### src/crb_consts.svh
`ifndef CRB_CONSTS_SVH
`define CRB_CONSTS_SVH

`define CRB_DATA_W 25
`define CRB_HALF_W 14
`define CRB_SYNC_STAGES 3
`define CRB_GATE_1TO1 25'h1FFFFB6
`define CRB_GATE_REG_A 25'h0003FB6
`define CRB_GATE_REG_B 25'h0001BBF
`define CRB_LANES_1TO1 25'h1FFFFFF
`define CRB_LANES_1TO2 25'h0003FFF
`define CRB_RESET_DATA 25'h0000000
`define CRB_CS_BIT 6
`define CRB_CKE_BIT_LOW 0
`define CRB_ODT_BIT_LOW 3
`define CRB_CKE_BIT_REG_B 13
`define CRB_ODT_BIT_REG_B 10
`define CRB_CLK_PERIOD_NS 10
`define CRB_ACT_TIME_NS 10
`define CRB_ACT_CYCLES ((`CRB_ACT_TIME_NS + `CRB_CLK_PERIOD_NS - 1) / `CRB_CLK_PERIOD_NS)
`define CRB_INACT_TIME_NS 15
`define CRB_INACT_CYCLES ((`CRB_INACT_TIME_NS + `CRB_CLK_PERIOD_NS - 1) / `CRB_CLK_PERIOD_NS)

`endif

### src/crb_pkg.sv
`include "crb_consts.svh"

package crb_pkg;

  typedef enum logic [1:0] {MODE_1TO1, MODE_REG_A, MODE_REG_B} mode_e;

  typedef struct packed {
    logic [`CRB_DATA_W-1:0] data;
    logic cs_dev;
    logic cs_sec;
    logic ck_true;
    logic ck_comp;
    logic cfg_ab;
    logic cfg_width;
  } pin_s;

endpackage : crb_pkg

### src/configurable_registered_buffer.sv
// How it works
// - Two configuration pins pick one of three modes
// - Reset clears registers, forces all outputs low except in_ready_o, which is high
// - Capture at clock crossing; hold while clocks static
// - Both chip selects high freeze gated outputs
// - Clock enable and termination channels never frozen
// - Chip select channel always follows its input
// - Unused inputs ignored, unused outputs driven low
// - Gating applies only to mode's listed channels
// - Config pins: low A/one-to-one, high B/one-to-two
// - Reset beats chip select gating
`timescale 1ns/1ps
`default_nettype none
`include "crb_consts.svh"

module configurable_registered_buffer (
  input wire logic clk_i,
  input wire logic rst_n_i,
  input wire logic clk_true_i,
  input wire logic clk_comp_i,
  input wire logic pinout_a_b_select_i,
  input wire logic fanout_width_select_i,
  input wire logic device_chip_select_in_i,
  input wire logic second_chip_select_in_i,
  input wire logic [`CRB_DATA_W-1:0] buffered_input_bit_i,
  input wire logic out_ready_i,
  output logic out_valid_o,
  output logic in_ready_o,
  output logic dropped_o,
  output logic [`CRB_DATA_W-1:0] buffered_output_bit_a_o,
  output logic [`CRB_HALF_W-1:0] buffered_output_bit_b_o
);
  import crb_pkg::*;

  localparam int PIN_W = $bits(pin_s);

  function automatic logic [`CRB_DATA_W-1:0] gate_mask(input mode_e m);
    case (m)
      MODE_1TO1: gate_mask = `CRB_GATE_1TO1;
      MODE_REG_A: gate_mask = `CRB_GATE_REG_A;
      MODE_REG_B: gate_mask = `CRB_GATE_REG_B;
      default: gate_mask = `CRB_GATE_1TO1;
    endcase
  endfunction : gate_mask

  function automatic logic [`CRB_DATA_W-1:0] lane_mask(input mode_e m);
    case (m)
      MODE_1TO1: lane_mask = `CRB_LANES_1TO1;
      default: lane_mask = `CRB_LANES_1TO2;
    endcase
  endfunction : lane_mask

  // Pin synchroniser; a bit counts only once stages two and three agree
  logic [PIN_W-1:0] sync_r [`CRB_SYNC_STAGES];
  logic [PIN_W-1:0] filt_r;
  logic [PIN_W-1:0] agree;
  logic [PIN_W-1:0] filt_nxt;
  pin_s pins_raw;
  pin_s pins;

  assign pins_raw.data = buffered_input_bit_i;
  assign pins_raw.cs_dev = device_chip_select_in_i;
  assign pins_raw.cs_sec = second_chip_select_in_i;
  assign pins_raw.ck_true = clk_true_i;
  assign pins_raw.ck_comp = clk_comp_i;
  assign pins_raw.cfg_ab = pinout_a_b_select_i;
  assign pins_raw.cfg_width = fanout_width_select_i;

  genvar g;
  generate
    for (g = 0; g < `CRB_SYNC_STAGES; g++)
    begin : g_sync
      if (g == 0)
      begin : g_first
        always_ff @(posedge clk_i or negedge rst_n_i)
        begin
          if (!rst_n_i)
            sync_r[g] <= '0;
          else
            sync_r[g] <= pins_raw;
        end
      end
      else
      begin : g_next
        always_ff @(posedge clk_i or negedge rst_n_i)
        begin
          if (!rst_n_i)
            sync_r[g] <= '0;
          else
            sync_r[g] <= sync_r[g-1];
        end
      end
    end
  endgenerate

  assign agree = ~(sync_r[1] ^ sync_r[2]);
  assign filt_nxt = (sync_r[2] & agree) | (filt_r & ~agree);
  assign pins = pin_s'(filt_r);

  always_ff @(posedge clk_i or negedge rst_n_i)
  begin
    if (!rst_n_i)
      filt_r <= '0;
    else
      filt_r <= filt_nxt;
  end

  // Mode decode; pins are meant to be strapped, so no glitch guard beyond the pin filter
  mode_e mode;
  assign mode = !pins.cfg_width ? MODE_1TO1 :
                (pins.cfg_ab ? MODE_REG_B : MODE_REG_A);
  wire wide = (mode != MODE_1TO1);

  // Crossing: true clock high and complement low, seen fresh
  logic ck_st_r;
  wire ck_st = pins.ck_true & ~pins.ck_comp;
  wire crossing = ck_st & ~ck_st_r;
  wire both_cs_high = pins.cs_dev & pins.cs_sec;
  wire [`CRB_DATA_W-1:0] gmask = gate_mask(mode);
  wire [`CRB_DATA_W-1:0] lanes = lane_mask(mode);
  wire [`CRB_DATA_W-1:0] hold_mask = both_cs_high ? gmask : '0;
  wire [`CRB_DATA_W-1:0] fresh = pins.data & lanes;

  logic [`CRB_DATA_W-1:0] cap_r;
  logic [`CRB_DATA_W-1:0] cap_nxt;
  logic cap_v_r;
  logic push;
  wire cap_free = !cap_v_r || push;
  wire take = crossing && cap_free;

  assign cap_nxt = (cap_r & hold_mask & lanes) | (fresh & ~hold_mask);

  always_ff @(posedge clk_i or negedge rst_n_i)
  begin
    if (!rst_n_i)
    begin
      ck_st_r <= 1'b0;
      cap_r <= `CRB_RESET_DATA;
      cap_v_r <= 1'b0;
      dropped_o <= 1'b0;
    end
    else
    begin
      ck_st_r <= ck_st;
      dropped_o <= crossing && !cap_free;
      if (take)
        cap_r <= cap_nxt;
      if (take)
        cap_v_r <= 1'b1;
      else if (push)
        cap_v_r <= 1'b0;
    end
  end

  // Two-entry skid buffer: a stalled receiver loses no pushed word; a crossing with capture full is dropped
  logic [`CRB_DATA_W-1:0] out_r;
  logic [`CRB_DATA_W-1:0] skid_r;
  logic out_v_r;
  logic skid_v_r;
  wire pop = out_v_r && out_ready_i;
  assign in_ready_o = !skid_v_r;
  assign push = cap_v_r && in_ready_o;

  always_ff @(posedge clk_i or negedge rst_n_i)
  begin
    if (!rst_n_i)
    begin
      out_r <= `CRB_RESET_DATA;
      skid_r <= `CRB_RESET_DATA;
      out_v_r <= 1'b0;
      skid_v_r <= 1'b0;
    end
    else if (!out_v_r || pop)
    begin
      if (skid_v_r)
      begin
        out_r <= skid_r;
        out_v_r <= 1'b1;
        skid_v_r <= 1'b0;
      end
      else
      begin
        out_v_r <= push;
        if (push)
          out_r <= cap_r;
      end
    end
    else if (push)
    begin
      skid_r <= cap_r;
      skid_v_r <= 1'b1;
    end
  end

  assign out_valid_o = out_v_r;
  assign buffered_output_bit_a_o = out_r & lanes;
  assign buffered_output_bit_b_o = wide ? out_r[`CRB_HALF_W-1:0] : '0;

  AST_RESET_LOW: assert property (@(posedge clk_i)
    !rst_n_i |-> (buffered_output_bit_a_o == '0 && buffered_output_bit_b_o == '0 && !out_valid_o))
    else $error("outputs not low under reset");

  AST_CS_HOLD: assert property (@(posedge clk_i) disable iff (!rst_n_i)
    (take && both_cs_high) |=> ((cap_r & $past(gmask)) == ($past(cap_r) & $past(gmask))))
    else $error("gated channels changed while both selects high");

  AST_CS_FOLLOW: assert property (@(posedge clk_i) disable iff (!rst_n_i)
    (take && !both_cs_high) |=> (cap_r == $past(fresh)))
    else $error("capture did not follow inputs with a select low");

  AST_UNGATED: assert property (@(posedge clk_i) disable iff (!rst_n_i)
    take |=> ((cap_r & ~$past(gmask)) == ($past(fresh) & ~$past(gmask))))
    else $error("ungated channel was frozen");

  AST_STATIC_CLK: assert property (@(posedge clk_i) disable iff (!rst_n_i)
    !take |=> $stable(cap_r))
    else $error("capture changed without a clock crossing");

  AST_UNUSED_LOW: assert property (@(posedge clk_i) disable iff (!rst_n_i)
    wide |-> (buffered_output_bit_a_o[`CRB_DATA_W-1:`CRB_HALF_W] == '0))
    else $error("unused output not low");

  AST_COPY: assert property (@(posedge clk_i) disable iff (!rst_n_i)
    wide |-> (buffered_output_bit_b_o == buffered_output_bit_a_o[`CRB_HALF_W-1:0]))
    else $error("A and B copies differ");

  AST_STALL_HOLD: assert property (@(posedge clk_i) disable iff (!rst_n_i)
    (out_valid_o && !out_ready_i) |=> (out_valid_o && $stable(out_r)))
    else $error("output word lost under stall");

  AST_MODE: assert property (@(posedge clk_i) disable iff (!rst_n_i)
    (pins.cfg_width && pins.cfg_ab) |-> (gmask == `CRB_GATE_REG_B))
    else $error("register-B gating not selected");

  AST_MODE_A: assert property (@(posedge clk_i) disable iff (!rst_n_i)
    (pins.cfg_width && !pins.cfg_ab)
      |-> (gmask == `CRB_GATE_REG_A && lanes == `CRB_LANES_1TO2))
    else $error("register-A gating not selected");

  AST_MODE_1TO1: assert property (@(posedge clk_i) disable iff (!rst_n_i)
    !pins.cfg_width |-> (gmask == `CRB_GATE_1TO1 && lanes == `CRB_LANES_1TO1))
    else $error("one-to-one gating not selected");

  AST_NARROW_B: assert property (@(posedge clk_i) disable iff (!rst_n_i)
    !wide |-> (buffered_output_bit_b_o == '0))
    else $error("B copies driven in one-to-one mode");

  AST_RESET_RELEASE: assert property (@(posedge clk_i)
    $rose(rst_n_i) |-> (cap_r == `CRB_RESET_DATA && !out_valid_o && !dropped_o))
    else $error("state not clear at reset release");

  // Selects held high while in reset must not keep any old word
  AST_RESET_PRIORITY: assert property (@(posedge clk_i)
    (!rst_n_i && device_chip_select_in_i && second_chip_select_in_i)
      |-> (cap_r == `CRB_RESET_DATA && buffered_output_bit_a_o == '0))
    else $error("select gating overrode reset");

  AST_TAKE_VALID: assert property (@(posedge clk_i) disable iff (!rst_n_i)
    take |=> cap_v_r)
    else $error("captured word not marked valid");

  // Fixed pin positions, not the mask table, so a wrong mask shows up
  AST_CS_CHANNEL: assert property (@(posedge clk_i) disable iff (!rst_n_i)
    take |=> (cap_r[`CRB_CS_BIT] == $past(fresh[`CRB_CS_BIT])))
    else $error("chip select channel did not follow its input");

  AST_CKE_ODT_LOW: assert property (@(posedge clk_i) disable iff (!rst_n_i)
    (take && both_cs_high && mode != MODE_REG_B)
      |=> (cap_r[`CRB_CKE_BIT_LOW] == $past(fresh[`CRB_CKE_BIT_LOW])
        && cap_r[`CRB_ODT_BIT_LOW] == $past(fresh[`CRB_ODT_BIT_LOW])))
    else $error("enable or termination channel frozen");

  AST_CKE_ODT_B: assert property (@(posedge clk_i) disable iff (!rst_n_i)
    (take && both_cs_high && mode == MODE_REG_B)
      |=> (cap_r[`CRB_CKE_BIT_REG_B] == $past(fresh[`CRB_CKE_BIT_REG_B])
        && cap_r[`CRB_ODT_BIT_REG_B] == $past(fresh[`CRB_ODT_BIT_REG_B])))
    else $error("enable or termination channel frozen in register-B");

  // Buffer checks: words leave in order and none vanish silently
  AST_DROP_PULSE: assert property (@(posedge clk_i) disable iff (!rst_n_i)
    (crossing && !cap_free) |=> dropped_o)
    else $error("lost crossing not flagged");

  AST_NO_DROP: assert property (@(posedge clk_i) disable iff (!rst_n_i)
    !(crossing && !cap_free) |=> !dropped_o)
    else $error("drop flagged without a lost crossing");

  AST_CAP_HELD: assert property (@(posedge clk_i) disable iff (!rst_n_i)
    (cap_v_r && !push) |=> cap_v_r)
    else $error("captured word vanished before moving on");

  AST_FIRST_WORD: assert property (@(posedge clk_i) disable iff (!rst_n_i)
    (push && !out_valid_o) |=> (out_valid_o && out_r == $past(cap_r)))
    else $error("captured word did not reach the output stage");

  AST_SKID_TO_OUT: assert property (@(posedge clk_i) disable iff (!rst_n_i)
    (pop && skid_v_r) |=> (out_valid_o && out_r == $past(skid_r)))
    else $error("skid word not moved to the output stage");

  AST_POP_EMPTIES: assert property (@(posedge clk_i) disable iff (!rst_n_i)
    (pop && !skid_v_r && !push) |=> !out_valid_o)
    else $error("output still valid after last word left");

endmodule : configurable_registered_buffer

`default_nettype wire

### config.mk
export PLATFORM = sky130hd
export DESIGN_NAME = configurable_registered_buffer
export DESIGN_NICKNAME = d
export VERILOG_FILES = /design/src/crb_pkg.sv /design/src/configurable_registered_buffer.sv
export VERILOG_INCLUDE_DIRS = /design/src /design/src/src
export SDC_FILE = /design/constraint.sdc
export NUM_CORES = 1
export LEC_CHECK = 0
export BUFFER_PORTS_ARGS = -buffer_cell sky130_fd_sc_hd__buf_2
export CAP_MARGIN = 0
export CORE_MARGIN = 2
export CORE_UTILIZATION = 52
export CTS_BUF_LIST = sky130_fd_sc_hd__clkbuf_16
export DETAILED_ROUTE_END_ITERATION = 8
export PLACE_DENSITY = 0.72
export SLEW_MARGIN = 20
export SYNTH_ARGS = -nofsm -noshare
export SYNTH_HDL_FRONTEND = slang
export SYNTH_SLANG_ARGS = --single-unit
### constraint.sdc
create_clock -name clk_i -period 1.55 [get_ports clk_i]
set_input_delay 0.0775 -clock clk_i [delete_from_list [all_inputs] [get_ports clk_i]]
set_output_delay 0.0775 -clock clk_i [all_outputs]
set_load 0.02 [all_outputs]
==> impl_metrics.env <==
export IMPL_met3_length_um=372
export IMPL_synthTopCellsByCount="dfrtp_1, mux2_2, maj3_1"
export IMPL_finalWirelength_mm=11.4
export IMPL_numCtsBuffers=21
export IMPL_antenna_found_initial=0
export IMPL_cts_tree="done"
export IMPL_port_buffers=75
export IMPL_synth_yosys_seq_area_share=0.723
export IMPL_path_class="reg -> out"
export IMPL_die_width_um=121
export IMPL_setup_ws_ps=-251
export IMPL_drt_iter0_drc=164
export IMPL_synth_top_area_cell="dfrtp_1"
export IMPL_routed_via_density=4.93
export IMPL_die_area_mm2=0.0145
export IMPL_powerDensity_mw_per_mm2=1650
export IMPL_crit_required_ps=1470
export IMPL_vdd_ir_drop_max_mv=0.910
export IMPL_track_usage=0.164
export IMPL_cp_end_kind="output port"
export IMPL_grt_pass1_wl_mm=18.9
export IMPL_layout_drive_gt1_share=0.423
export IMPL_hold_class="in -> async"
export IMPL_synth_most_common_cell="dfrtp_1"
export IMPL_synth_nets=446
export IMPL_yosysTopAreaCellShare=0.723
export IMPL_worst_path_max_fanout=5
export IMPL_drtPass1Iterations=4
export IMPL_start_util=0.533
export IMPL_worstMarginPinSlew_ps=401
export IMPL_via_count=3605
export IMPL_top_layer="met4"
export IMPL_drcViolationCount=0
export IMPL_power_leakage_nw=4.06
export IMPL_fmax_ghz=0.555
export IMPL_syn2layout_area_growth_pct=25.1
export IMPL_syn_area_mm2=0.00706
export IMPL_grt_pass1_vias=3739
export IMPL_cts_num_sinks=204
export IMPL_synth_seq_cells=204
export IMPL_finalSetupTns_ps=-6250
export IMPL_postRouteAntennaNets=0
export IMPL_avgSynthCellArea_um2=17.2
export IMPL_synthTopCellsByArea="dfrtp_1, mux2_2, maj3_1"
export IMPL_hold_violations=0
export IMPL_grt_max_degree=61
export IMPL_setup_viol=36
export IMPL_skew_ps=13.1
export IMPL_wl_met1_mm=5.07
export IMPL_core_mm2=0.0132
export IMPL_clk_latency_ps=490
export IMPL_drv_slew=0
export IMPL_ios=76
export IMPL_fp_row_count=42
export IMPL_synthArstFlopShare=1.00
export IMPL_place_gp_congestion=0.757
export IMPL_pre_cts_ws_ps=-156
export IMPL_diodes=0
export IMPL_violations="negative setup slack"
export IMPL_arrival_ps=1720
export IMPL_cts_root_buf="clkbuf_16"
export IMPL_routedWlPerCell_um=15.6
export IMPL_rsz0062_at_grt="true"
export IMPL_fp_dieH_um=121
export IMPL_wl_met2_mm=5.57
export IMPL_cap_viol_max_count=0
export IMPL_syn_inst=411
export IMPL_synth_edff_count=0
export IMPL_relSlewSlack=0.732
export IMPL_synth_flop_cell="dfrtp_1"
export IMPL_gr_total_overflow=0
export IMPL_htreeDepth=1
export IMPL_period_needed_ps=1800
export IMPL_clockBufferDepth=3
export IMPL_min_period_over_period=1.16
export IMPL_final_nets=575
export IMPL_fin_area_mm2=0.00884
export IMPL_dpl_hpwl_mm=6.92
export IMPL_outcome="complete, but fails checks"
export IMPL_clk_pin_slew_ps=60
export IMPL_place_area_mm2=0.00766
export IMPL_synth_distinct_cells=23
export IMPL_yosys_warnings=0
export IMPL_crit_path_start_kind="flop"
==> logic make-up (layout without fill, tap and decap cells) <==
group                      count (synthesis)  after routing  synth area share
muxes                                     89             89             0.142
and+or+nand+nor                           41             41            0.0390
adders and majority gates                 32             32            0.0457
buffers and inverters                     29            173            0.0310
AOI/OAI and AO/OA                         16             16            0.0197
DFF                                      204            204             0.723
==> report_power, final <==
part / internal (mW) / switching, mW
sequential: 6.41 / 0.639
combinational: 1.71 / 1.31
clock: 2.62 / 1.91
total: 10.7 / 3.86
==> per-stage QoR <==
stage	total power, mW	utilization	instances	hold slack, ps
finish	14.6	0.667	731	86.2
global route	15.3	0.667	731	126
CTS	14.7	0.665	729	101
detailed placement	9.83	0.579	654	48.8
global placement	9.68	0.579	654	42.0
floorplan	9.11	-	411	-218
==> cell type report <==
cell class                 instances  area [um^2]
clock buffer                      21          526
multi-input combinational        178         1800
clock inverter                    17          101
inverter                           3         13.8
timing repair buffer             132         1070
fill                             929         4400
sequential                       204         5110
tap                              176          220
==> routing by layer <==
| layer | vias to the layer above | global-route usage |
|---|---|---|
| met3 | 28 | 0.0292 |
| met1 | 1843 | 0.227 |
| met2 | 70 | 0.267 |
| met4 | 0 | 0.0574 |
| li1 | 1664 | - |
| met5 | - | 0 |
==> critical path, cell delays in order (launching register included) <==
cell and delay, ps:
dfrtp_1 380, and2_4 180, inv_4 40, ha_4 180, buf_2 160, nor2b_2 150
buf_6 140
==> worst paths after layout <==
| path | endpoint | slack (ps) | cells after the start |
|---|---|---|---|
| min in group clk_i | sync_r[69]$_DFF_PN0_ | 230 | 2 |
| hold / removal | sync_r[5]$_DFF_PN0_ | 90 | 2 |
| hold reg to reg | sync_r[32]$_DFF_PN0_ | 340 | 0 |
| setup reg to reg | cap_r[19]$_DFFE_PN0P_ | -130 | 8 |
| max in group asynchronous | sync_r[85]$_DFF_PN0_ | 800 | 3 |
| setup / recovery | buffered_output_bit_b_o[4] | -250 | 6 |
==> placed cells by master (no fill, tap or decap), types with 2 or more instances in the layout <==
master,instances
nor2_1,3
buf_12,5
nor2b_2,2
clkbuf_16,21
nand2b_4,2
mux2_2,89
nor2b_1,13
and2_4,6
nor3b_4,2
nand2_1,4
inv_1,9
dlygate4sd3_1,33
buf_6,15
dfrtp_1,203
maj3_1,31
and2_1,6
buf_4,28
o211ai_1,2
clkinv_1,3
a22o_1,11
buf_2,50
clkinv_2,5
==> timing repair <==
action / CTS / global route
hold endpoints to repair: 237 / 0
pin swaps: 1 / 2
cloned: 2 / 0
resized for setup: 52 / 6
setup endpoints to repair: 37 / 44
hold buffers: 33 / 0
setup buffers: 2 / 2
Power figures use the tool's default switching activity.
